`config.mk`:
```
export PLATFORM = sky130hd
export DESIGN_NAME = cps_top
export DESIGN_NICKNAME = d
export VERILOG_FILES = /design/src/hw/cps_pkg.sv /design/src/hw/cps_top.sv
export SDC_FILE = /design/constraint.sdc
export NUM_CORES = 1
export LEC_CHECK = 0
export BUFFER_PORTS_ARGS = -buffer_cell sky130_fd_sc_hd__buf_4
export CAP_MARGIN = 25
export CORE_UTILIZATION = 47
export CTS_BUF_LIST = sky130_fd_sc_hd__clkbuf_4
export CTS_CLUSTER_SIZE = 10
export DETAILED_ROUTE_END_ITERATION = 12
export PLACE_DENSITY = 0.75
export REMOVE_ABC_BUFFERS = 1
export SLEW_MARGIN = 20
export SYNTH_ARGS = -nofsm -noshare
export SYNTH_HDL_FRONTEND = slang
export SYNTH_SLANG_ARGS = --single-unit
```
`constraint.sdc`:
```
create_clock -name hclk -period 4.9 [get_ports hclk]
set_clock_uncertainty 0.05 [all_clocks]
set_input_delay 0.49 -clock hclk [delete_from_list [all_inputs] [get_ports hclk]]
set_output_delay 0.49 -clock hclk [all_outputs]
set_load 0.01 [all_outputs]
```
`src/hw/cps_pkg.sv`:
```
// Package with register map, field layout, timing and types of the clock prescaler and sleep controller.
// Notes on behaviour
// - Select changes only while unlock bit set.
// - Unlock sets only when other bits zero.
// - Unlock clears after four cycles or select write.
// - Rewriting unlock neither extends nor clears window.
// - Select codes 0..8 divide by power two.
// - Divider slows core and synchronous peripherals.
// - Reset select 0000, or 0011 with fuse.
// - Any select writable regardless of fuse.
// - Sleep only on instruction with enable set.
// - Wake halts four cycles plus start-up.
// - Sleep preserves register file and memory.
// - Reset during sleep restarts from reset vector.
// - Mode field: 00 idle, x1 down, 10 standby; the code takes 10 as down unless ext_crystal_sel is high.
// - Idle stops only core and flash clocks.
// - Idle wakes on any enabled interrupt.
// - Power-down stops all clocks; few wake sources.
// - Power-down wake waits fuse-chosen start-up delay.
// - Standby keeps oscillator, wakes in six cycles.
`default_nettype none
package cps_pkg;
  // Byte addresses of the three registers on the bus.
  localparam logic [7:0] ADDR_DIV_CTRL   = 8'h00;
  localparam logic [7:0] ADDR_SLEEP_CTRL = 8'h04;
  localparam logic [7:0] ADDR_STATUS     = 8'h08;
  // Field positions in the divider control register.
  localparam int UNLOCK_BIT = 7;
  localparam int SEL_LSB    = 0;
  localparam int SEL_W      = 4;
  // Field positions in the sleep control register.
  localparam int PULLUP_BIT = 7;
  localparam int MODE_HI    = 6;
  localparam int ENABLE_BIT = 5;
  localparam int MODE_LO    = 4;
  // Reset values and the largest select code.
  localparam logic [3:0] SEL_RST_PLAIN = 4'h0;
  localparam logic [3:0] SEL_RST_DIV8  = 4'h3;
  localparam logic [7:0] SLEEP_RST     = 8'h00;
  localparam logic [3:0] SEL_MAX       = 4'h8;
  // Timing counts in master clock cycles.
  localparam logic [2:0] UNLOCK_CYCLES  = 3'h4;
  localparam logic [2:0] HALT_CYCLES    = 3'h4;
  localparam logic [2:0] STANDBY_CYCLES = 3'h6;
  // Sleep mode codes as seen in the two-bit mode field.
  localparam logic [1:0] MODE_IDLE    = 2'h0;
  localparam logic [1:0] MODE_STANDBY = 2'h2;
  // Controller states, one-hot.
  typedef enum logic [4:0] {
    ST_RUN   = 5'h01,
    ST_IDLE  = 5'h02,
    ST_DOWN  = 5'h04,
    ST_START = 5'h08,
    ST_HALT  = 5'h10
  } cps_state_t;
  // Wake sources grouped together.
  typedef struct packed {
    logic ext_external_interrupt_zero_level;  // Level interrupt on external interrupt zero.
    logic ext_int_edge;    // Edge interrupts on either external interrupt.
    logic pin_change;      // Pin change interrupt.
    logic serial_start;    // Serial start-condition interrupt.
    logic mem_ready;       // Memory-ready interrupt.
    logic other_io;        // Timers, UART and other I/O interrupts.
  } cps_wake_t;
  // Clock gate enables toward the clock tree.
  typedef struct packed {
    logic cpu;    // Core clock enable.
    logic flash;  // Flash clock enable.
    logic io;     // I/O clock enable.
    logic osc;    // Oscillator run.
  } cps_clk_en_t;
endpackage
`default_nettype wire

```
`src/hw/cps_top.sv`:
```
// Clock prescaler with timed unlock, and sleep mode controller with an AHB-Lite slave.
`default_nettype none
module cps_top (
  input  wire logic             hclk,              // Master clock, 10 MHz.
  input  wire logic             hresetn,           // Chip reset, asynchronous, active low.
  input  wire logic             hsel,              // Slave select.
  input  wire logic [7:0]       haddr,             // Byte address.
  input  wire logic [1:0]       htrans,            // Transfer type.
  input  wire logic             hwrite,            // Write when high.
  input  wire logic [2:0]       hsize,             // Transfer size.
  input  wire logic [31:0]      hwdata,            // Write data.
  input  wire logic             hready,            // Bus ready in.
  output logic [31:0]           hrdata,            // Read data.
  output logic                  hreadyout,         // Slave ready.
  output logic                  hresp,             // Response, always OKAY.
  input  wire logic             divide_by_eight_fuse, // Fuse level, programmed when high.
  input  wire logic             ext_crystal_sel,   // Clock-source fuses select crystal or resonator.
  input  wire logic [7:0]       startup_cycles,    // Start-up delay chosen by clock-source fuses.
  input  wire logic             sleep_instr,       // Core executes the sleep instruction, one-cycle pulse.
  input  wire cps_pkg::cps_wake_t wake_req,        // Enabled wake-up requests, same clock.
  output logic                  clk_div_en,        // One-cycle enable at the divided rate.
  output cps_pkg::cps_clk_en_t  clk_en,            // Clock domain enables.
  output logic                  core_halt,         // Core stalled while asleep or waking.
  output logic                  pullup_disable     // Pull-up disable from the control register.
);

  // Divider and sleep controller state.
  logic [3:0]  sel_reg, sel_next;      // Division select field.
  logic        unlock_reg, unlock_next; // Change unlock bit.
  logic [2:0]  ucnt_reg, ucnt_next;    // Cycles since unlock was set.
  logic [7:0]  sleep_reg, sleep_next;  // Sleep and interrupt-sense control register.
  logic        fuse_sync1_reg;         // First stage of the fuse synchroniser.
  logic        fuse_sync2_reg;         // Second stage of the fuse synchroniser.
  logic        fuse_load_reg;          // High once the fuse level has been captured.
  logic [1:0]  fuse_wait_reg;          // Holds the load back until the second stage carries the fuse.
  logic [7:0]  div_cnt_reg;            // Prescaler counter, free-running except in ST_DOWN.
  logic        div_en_reg;             // Registered divided-rate enable.
  cps_pkg::cps_state_t state_reg, state_next; // Sleep controller state.
  logic [7:0]  wcnt_reg, wcnt_next;    // Wake delay counter.
  // Bus address-phase capture.
  logic        wr_pend_reg;            // Write data phase pending.
  logic [7:0]  addr_reg;               // Captured address.
  logic [31:0] rdata_reg;              // Registered read data.

  // Address phase is accepted when selected with an active transfer while hready is high.
  wire         bus_go     = hsel && hready && htrans[1];
  wire         rd_go      = bus_go && !hwrite;
  wire         wr_div     = wr_pend_reg && (addr_reg == cps_pkg::ADDR_DIV_CTRL);
  wire         wr_slp     = wr_pend_reg && (addr_reg == cps_pkg::ADDR_SLEEP_CTRL);
  wire [7:0]   wbyte      = hwdata[7:0];
  wire         wb_unlock  = wbyte[cps_pkg::UNLOCK_BIT];
  wire [3:0]   wb_sel     = wbyte[cps_pkg::SEL_LSB +: cps_pkg::SEL_W];
  // Unlock is only taken when every other bit of the write is zero.
  wire         unlock_wr  = wr_div && wb_unlock && (wbyte[6:0] == 7'h00);
  // A select write is one with the unlock bit clear while the window is open.
  wire         sel_wr     = wr_div && !wb_unlock && unlock_reg;
  wire [1:0]   mode       = {sleep_reg[cps_pkg::MODE_HI], sleep_reg[cps_pkg::MODE_LO]};
  wire         sleep_go   = sleep_instr && sleep_reg[cps_pkg::ENABLE_BIT];
  wire         wake_idle  = |wake_req;
  wire         wake_deep  = wake_req.ext_external_interrupt_zero_level || wake_req.pin_change || wake_req.serial_start;
  wire         is_standby = (mode == cps_pkg::MODE_STANDBY) && ext_crystal_sel;

  // Decode of the divider select into a counter mask; reserved codes hold the largest factor.
  function automatic logic [7:0] div_mask(input logic [3:0] s);
    logic [3:0] c;
    c = (s > cps_pkg::SEL_MAX) ? cps_pkg::SEL_MAX : s;
    div_mask = 8'((9'h001 << c) - 9'h001);
  endfunction

  wire [7:0] mask_now = div_mask(sel_reg);

  // Next state of the divider control register.
  always_comb begin
    sel_next    = sel_reg;
    unlock_next = unlock_reg;
    ucnt_next   = ucnt_reg;
    if (unlock_reg) begin
      ucnt_next = ucnt_reg + 3'h1;
      // Window closes after four cycles, never restarted by a rewrite.
      if (ucnt_next == cps_pkg::UNLOCK_CYCLES) begin
        unlock_next = 1'b0;
      end
    end
    if (sel_wr) begin
      sel_next    = wb_sel;
      unlock_next = 1'b0;
    end else if (unlock_wr && !unlock_reg) begin
      unlock_next = 1'b1;
      ucnt_next   = 3'h0;
    end
    if (!fuse_load_reg) begin
      sel_next = fuse_sync2_reg ? cps_pkg::SEL_RST_DIV8 : cps_pkg::SEL_RST_PLAIN;
    end
  end

  // Next value of the sleep control register; the pull-up bit is read only.
  always_comb begin
    sleep_next = sleep_reg;
    if (wr_slp) begin
      sleep_next = {1'b0, wbyte[6:0]};
    end
  end

  // Sleep controller; register file and memory are untouched since only clocks are gated.
  always_comb begin
    state_next = state_reg;
    wcnt_next  = wcnt_reg;
    unique case (state_reg)
      cps_pkg::ST_RUN: begin
        if (sleep_go) begin
          state_next = (mode == cps_pkg::MODE_IDLE) ? cps_pkg::ST_IDLE : cps_pkg::ST_DOWN;
        end
      end
      cps_pkg::ST_IDLE: begin
        if (wake_idle) begin
          state_next = cps_pkg::ST_HALT;
          wcnt_next  = 8'(cps_pkg::HALT_CYCLES);
        end
      end
      cps_pkg::ST_DOWN: begin
        if (wake_deep) begin
          state_next = cps_pkg::ST_START;
          wcnt_next  = is_standby ? 8'(cps_pkg::STANDBY_CYCLES) : startup_cycles;
        end
      end
      cps_pkg::ST_START: begin
        if (wcnt_reg <= 8'h01) begin
          state_next = cps_pkg::ST_HALT;
          wcnt_next  = 8'(cps_pkg::HALT_CYCLES);
        end else begin
          wcnt_next = wcnt_reg - 8'h01;
        end
      end
      cps_pkg::ST_HALT: begin
        if (wcnt_reg <= 8'h01) begin
          state_next = cps_pkg::ST_RUN;
          wcnt_next  = 8'h00;
        end else begin
          wcnt_next = wcnt_reg - 8'h01;
        end
      end
      default: begin
        state_next = cps_pkg::ST_RUN;
        wcnt_next  = 8'h00;
      end
    endcase
  end

  // Read multiplexer; unmapped addresses read zero.
  wire [31:0] rd_mux =
    (haddr == cps_pkg::ADDR_DIV_CTRL)   ? {24'h000000, unlock_reg, 3'h0, sel_reg} :
    (haddr == cps_pkg::ADDR_SLEEP_CTRL) ? {24'h000000, sleep_reg} :
    (haddr == cps_pkg::ADDR_STATUS)     ? {27'h0000000, state_reg} : 32'h00000000;

  // Fuse level passes two flip-flops and is captured on the third edge after reset release.
  // Loading any earlier would take the second stage's reset value instead of the fuse.
  always_ff @(posedge hclk or negedge hresetn) begin
    if (!hresetn) begin
      fuse_sync1_reg <= 1'b0;
      fuse_sync2_reg <= 1'b0;
      fuse_wait_reg  <= 2'h0;
      fuse_load_reg  <= 1'b0;
    end else begin
      fuse_sync1_reg <= divide_by_eight_fuse;
      fuse_sync2_reg <= fuse_sync1_reg;
      fuse_wait_reg  <= {fuse_wait_reg[0], 1'b1};
      fuse_load_reg  <= fuse_wait_reg[1];
    end
  end

  // Control registers.
  always_ff @(posedge hclk or negedge hresetn) begin
    if (!hresetn) begin
      sel_reg    <= cps_pkg::SEL_RST_PLAIN;
      unlock_reg <= 1'b0;
      ucnt_reg   <= 3'h0;
      sleep_reg  <= cps_pkg::SLEEP_RST;
    end else begin
      sel_reg    <= sel_next;
      unlock_reg <= unlock_next;
      ucnt_reg   <= ucnt_next;
      sleep_reg  <= sleep_next;
    end
  end

  // Reset in any state returns the controller to run, so the core restarts from its vector.
  always_ff @(posedge hclk or negedge hresetn) begin
    if (!hresetn) begin
      state_reg <= cps_pkg::ST_RUN;
      wcnt_reg  <= 8'h00;
    end else begin
      state_reg <= state_next;
      wcnt_reg  <= wcnt_next;
    end
  end

  // Prescaler counter; stalls in ST_DOWN (power-down or standby) and runs again from start-up on.
  always_ff @(posedge hclk or negedge hresetn) begin
    if (!hresetn) begin
      div_cnt_reg <= 8'h00;
      div_en_reg  <= 1'b0;
    end else if (state_reg == cps_pkg::ST_DOWN) begin
      div_en_reg <= 1'b0;
    end else begin
      div_cnt_reg <= ((div_cnt_reg & mask_now) == mask_now) ? 8'h00 : div_cnt_reg + 8'h01;
      div_en_reg  <= ((div_cnt_reg & mask_now) == mask_now);
    end
  end

  // Bus interface; the slave never inserts wait states.
  always_ff @(posedge hclk or negedge hresetn) begin
    if (!hresetn) begin
      wr_pend_reg <= 1'b0;
      addr_reg    <= 8'h00;
      rdata_reg   <= 32'h00000000;
    end else begin
      wr_pend_reg <= bus_go && hwrite;
      addr_reg    <= bus_go ? haddr : addr_reg;
      rdata_reg   <= rd_go ? rd_mux : rdata_reg;
    end
  end

  // Outputs; idle stops only core and flash, deep modes stop I/O too, and the oscillator stops in ST_DOWN unless standby.
  wire asleep = (state_reg != cps_pkg::ST_RUN);
  wire deep   = (state_reg == cps_pkg::ST_DOWN) || (state_reg == cps_pkg::ST_START);
  assign clk_en.cpu   = !asleep;
  assign clk_en.flash = !asleep;
  assign clk_en.io    = !deep;
  assign clk_en.osc   = !(state_reg == cps_pkg::ST_DOWN) || is_standby;
  assign core_halt    = asleep;
  assign clk_div_en   = div_en_reg;
  assign pullup_disable = sleep_reg[cps_pkg::PULLUP_BIT];
  assign hrdata       = rdata_reg;
  assign hreadyout    = 1'b1;
  assign hresp        = 1'b0;

endmodule
`default_nettype wire

```
==> results of run 1 <==
==> synthesized netlist by cell type (all sizes together), types with 2 or more instances <==
library cell  instances
a21oi                13
a22o                  3
a22oi                 4
and3                  2
and3b                 3
buf                  31
clkbuf                7
conb                  2
dfrtp                58
ha                    6
inv                   8
mux2                 16
mux2i                11
nand2                26
nand2b                4
nand3                 7
nand3b                4
nor2                 28
nor2b                 4
nor3                 11
nor4                  7
nor4b                 4
o211ai                3
o21ai                26
o22ai                 7
o2bb2ai               2
o31ai                 3
o32ai                 2
or2                   2
or3                   3
or4                   3
xnor2                 2
xor2                  2
==> stage by stage <==
step	hold slack (ns)	area [um2]	total power, mW	util, %
finish	0.07992	3715	1.478	57.20
global route	0.08405	3715	1.580	57.20
CTS	0.08765	3715	1.487	57.20
detailed placement	0.2847	3580	1.137	55.11
global placement	0.2814	3580	1.116	55.11
floorplan	0.1444	3093	0.9609	-
==> worst reg2reg max path, delay by kind of cell, from the launching register on <==
kind	cells	cell delay (ns)
adder cells (fa/ha/maj)	1	0.32
AND/OR/NAND/NOR	2	0.63
AO/OA/AOI/OAI	4	0.98
flip-flops	1	0.48
==> area by class of cell <==
type	count	area, um2	share of cell area [%]
clock buffers	9	67.56	1.819
clock inverters	6	67.56	1.819
inverters	9	33.78	0.9094
multi-input cells	249	1582	42.57
flip-flops and latches	59	1478	39.78
well taps	77	96.34	2.593
repair buffers	52	390.4	10.51
==> cell families after synthesis <==
| kind of cell | after synthesis | share of synthesized area [%] |
|---|---|---|
| AOI/OAI and AO/OA | 72 | 14.09 |
| xor gates and xnor gates | 4 | 1.078 |
| adders and majority gates | 6 | 2.309 |
| buffers and inverters | 47 | 8.892 |
| DFF | 59 | 45.46 |
| muxes | 27 | 9.045 |
| other | 2 | 0.2310 |
| and+or+nand+nor | 112 | 18.90 |
==> power by group through the flow <==
stage	Clock (mW)	Combinational, mW	Sequential, mW
after floorplan	0	0.322	0.638
after global placement	0	0.458	0.658
after detailed placement	0	0.475	0.662
after CTS	0.358	0.476	0.653
after global routing	0.377	0.536	0.667
final	0.347	0.476	0.655
==> how the worst max path moves through the flow <==
| stage | from | end | slack (ns) | cells after the start |
|---|---|---|---|---|
| 2_1_floorplan | wcnt_reg[2] | state_reg[4] | 2.61 | 5 |
| 3_3_place_gp | sel_reg[0] | div_cnt_reg[6] | 2.40 | 7 |
| 3_5_place_dp | state_reg[4] | clk_en[0] | 2.32 | 5 |
| 4_1_cts | state_reg[4] | clk_en[0] | 1.88 | 5 |
| 5_1_grt | state_reg[3] | clk_en[0] | 1.59 | 5 |
| 6_report | state_reg[3] | clk_en[0] | 1.87 | 5 |
==> metal layers <==
metal	vias to the layer above	global-route usage, %	routed length [um]
met5	-	0	0
met3	12	6.809	379
li1	1237	-	-
met1	1242	25.98	3058
met4	0	7.704	119
met2	85	33.28	3243
==> run metrics, run 1 <==
main area contributors after synthesis=dfrtp_1 45%, buf_4 6.9%, mux2_2 5.2%, mux2i_1 3.4%, o21ai_0 3.1%; # DRC=0; Antenna Nets Post-Route=0; worst reg2reg path depth=7; post-cts gate resize count=0; largest net degree at the start of global routing=60; Starting Density=about 50%; final worst slack=about 1.9 ns; logic gate share of total power=between 30% and 40%; die height=around 85 um; Worst Tran Pin Value=0.7406 ns; status=completed; initial antenna violation count=0; Top Ports=~110; register area share after synthesis=45.46%; Nets=roughly 450; post-DR wirelength/cell=~15 um; Max-Cap Viols=0; Port Buffers=between 50 and 60; CTS tree=built; Worst R2R Start=sel_reg[0]; critical path startpoint category=flip-flop; DRT iter0 DRCs=135; H-tree depth=3; layout cells sized above 1=around 25%; clock network fraction of total power=23.5%; Via density=5.588; Worst R2R End=div_cnt_reg[4]; switching power=0.5459 mW; CP top delay family=simple AND/OR/NAND/NOR gates; DRT Wirelength=6801 um; Sink Count=59; Synth Flop Type=dfrtp_1; CTS Hold Bufs=0; pre-CTS WS=2.315 ns; RSZ-0062 raised after global routing=false; Setup CP Type=reg2out; worst skew pair latency=0.41 ns; row count=29; asr flop ratio synth=100.0%; Worst path slowest cell=nor2_1; Die X=about 85 um; setup TNS=0 ns; Final Hold Viols=0; Yosys reg bits=just under 60; count of buffer and inverter cells on the critical path=2; total CTS buffers=9; vias in the first global route=~2500; GRT Util Overall=between 20 and 25%; post-CTS setup buffer count=0; Yosys warning total=0; Vias=roughly 2600; Reg2Reg Setup Slack=about 2.3 ns; gr ovfl total=0; post-route minimum period=a little over 3 ns; Bufs on Longest Clock Path=2; Post-Syn Area=3251 um2; Finished Layout Cells=about 460; crit path max fanout=13; arrival time at the worst endpoint=approximately 2.5 ns; layout filler cell count=578; syn_area_per_cell=9.880 um2; Reg power frac=between 40 and 50%; die area=between 7000 and 8000 um2; most common cell after layout, fill and taps aside=dfrtp_1; Slew Viols, Final=0; root buf cell=clkbuf_4; detailed placement HPWL=4970 um; post-synthesis instance total=roughly 330; worst min-delay path class=in2async; Sw Ratio=36.94%; core box area=between 6000 and 7000 um2; EDFF count, synth=0; Final setup viols=0; Max Clk Rate=330.1 MHz; most frequent cells in the layout=58 x dfrtp_1, 52 x buf_4, 28 x conb_1; CTS clk-pin slew, worst paths=~0.11 ns; Peak VDD IR=approximately 0.23 mV; internal power=between 0.9 and 1 mW; share of the synthesized area in the top cell type=approximately 45%; total placed cells including tap cells=446; required time worst endpoint=4.36 ns; Yosys top cell by area=dfrtp_1; Power Dens Cells=about 400 nW/um2; leakage power=1.662 nW; first-pass GRT wire length=roughly 12000 um; period utilization=about three fifths; Max-slew headroom=between 50% and 60%; Syn-to-layout area delta=14.28%; CP max stage delay=roughly 0.57 ns; CP Capture Type=output port; CP Cell Sequence=nor3_1 > nand3b_1 > nor2_1 > inv_1 > buf_4; First-pass DRT Iterations=4; global placer's final weighted congestion=0.8318; synth unique cells=59; diode count=0
No activity file was read; power rests on OpenSTA's default activity.
==> run 2: changes to the inputs <==
- clock period: 4.9 -> 3 ns (I/O delays scaled with it)
==> run 2 against run 1 <==
  * Die area unchanged
  * Flip-flop and latch count unchanged
  * Utilization up 0.62 points
  * Power up 64%
  * Clock power up 64%
  * Register-to-register slack worse by 1.9 ns
  * First-iteration DRC count up 20%
  * Routed wire length up 0.12%
  * Sequential share of layout area down 0.42 points
  * Combinational power up 65%
  * Critical path depth up 2
  * Worst hold slack better by 0.014 ns
  * Largest cell class unchanged
==> run metrics, run 2 (synthesis gave the netlist of run 1 again) <==
status=completed; Bufs on Longest Clock Path=2; post-DR wirelength/cell=between 10 and 15 um; switching power=0.8819 mW; CP max stage delay=0.58 ns; Sink Count=59; placed cell area=around 3600 um2; diode count=0; hold slack=around 0.094 ns; Reg power frac=between 40% and 50%; Top Ports=between 100 and 150; logic gate share of total power=roughly a third; clock network fraction of total power=roughly a quarter; Port Buffers=52; Nets=between 400 and 500; pre-CTS WS=around 0.40 ns; total CTS buffers=9; DRT Wirelength=~6800 um; global placer's final weighted congestion=0.8347; Antenna Nets Post-Route=0; Setup CP Type=reg2reg; Slew Viols, Final=0; period utilization=87.39%; largest net degree at the start of global routing=60; gr ovfl total=0; Finished Layout Cells=466; Power Dens Cells=about 650 nW/um2; Worst path slowest cell=or4_1; Power, Total=roughly 2.4 mW; Via density=around 5.6; die height=about 85 um; Worst Tran Pin Value=around 0.72 ns; post-route minimum period=approximately 2.6 ns; CP Cell Sequence=or4_1 > ha_1 > nor2_1 > a221oi_1 > o221ai_1 > o21ai_1 > o22ai_1; Final setup viols=0; layout cells sized above 1=roughly 25%; First-pass DRT Iterations=4; Max Clk Rate=381.5 MHz; most common cell after layout, fill and taps aside=dfrtp_1; row count=29; core box area=6495 um2; Die X=approximately 85 um; Sw Ratio=between 30% and 40%; setup TNS=0 ns; crit path max fanout=9; vias in the first global route=around 2500; worst min-delay path class=in2reg; Max-Cap Viols=0; CP Capture Type=flip-flop; first-pass GRT wire length=11350 um; worst skew pair latency=0.40 ns; leakage power=between 1.5 and 2 nW; root buf cell=clkbuf_4; Peak VDD IR=0.5571 mV; detailed placement HPWL=about 5000 um; internal power=between 1.5 and 2 mW; post-route cell area=~3800 um2; CTS clk-pin slew, worst paths=between 0.1 and 0.15 ns; die area=7253 um2; Vias=2595; H-tree depth=3; # DRC=0; Syn-to-layout area delta=15.51%; Max-slew headroom=between 50% and 60%; arrival time at the worst endpoint=roughly 2.8 ns; Starting Density=50.05%; RSZ-0062 raised after global routing=false; Final Hold Viols=0; final core utilization=between 50% and 60%; total placed cells including tap cells=between 400 and 500; critical path startpoint category=flip-flop; final worst slack=0.3784 ns; CTS tree=built; required time worst endpoint=about 3.2 ns; GRT Util Overall=roughly 20%; DRT iter0 DRCs=roughly 160; post-cts gate resize count=0; initial antenna violation count=0; most frequent cells in the layout=58 x dfrtp_1, 54 x buf_4, 28 x conb_1
-- run 2: cell count changes in the layout (fill, tap and decap cells not counted), sizes merged --
cell	delta
buf	+2
clkbuf	+1
clkinvlp	-1
dlygate4sd3	+2
inv	+1
-- run 2: per-layer routing --
layer  wire length (um)  global-route usage, %
met1               3063                  25.47
met2               3250                  32.62
met3                416                  7.101
met4                 78                  5.085
met5                  0                      0
-- run 2: worst paths after layout --
kind	startpoint	slack [ns]	cells after the start	to
min in group asynchronous	hresetn	0.45	2	fuse_sync2_reg
setup reg to reg	sel_reg[1]	0.38	7	div_cnt_reg[3]
hold / removal	haddr[7]	0.09	2	addr_reg[7]
hold reg to reg	fuse_sync1_reg	0.31	0	fuse_sync2_reg
setup / recovery	sel_reg[1]	0.38	7	div_cnt_reg[3]
max in group asynchronous	hresetn	1.98	2	state_reg[1]
-- run 2: power by group through the flow --
stage	combinational, mW	clock, mW	sequential (mW)
global placement	0.757	0	1.08
CTS	0.788	0.590	1.07
detailed placement	0.784	0	1.08
finish	0.786	0.569	1.07
floorplan	0.527	0	1.04
global route	0.877	0.621	1.09
-- run 2: worst max-delay path: cells and delay by family (launching register included) --
family / cells / cell delay, ns
adder cells (fa/ha/maj): 1 / 0.33
AND/OR/NAND/NOR: 2 / 0.63
AO/OA/AOI/OAI: 4 / 0.99
flip-flops: 1 / 0.49
-- run 2: final cells by class --
type	instances	area, um2
clock buffers	10	75.07
clock inverters	6	65.06
well taps	77	96.34
fillers	572	2740
repair buffers	56	425.4
inverters	9	33.78
multi-input cells	249	1582
flip-flops and latches	59	1478
-- run 2: what timing repair did --
action / in CTS / in global routing
hold buffers: 2 / 0
setup buffers: 0 / 0
endpoints found under the setup margin: 0 / 0
hold endpoints to repair: 59 / 0
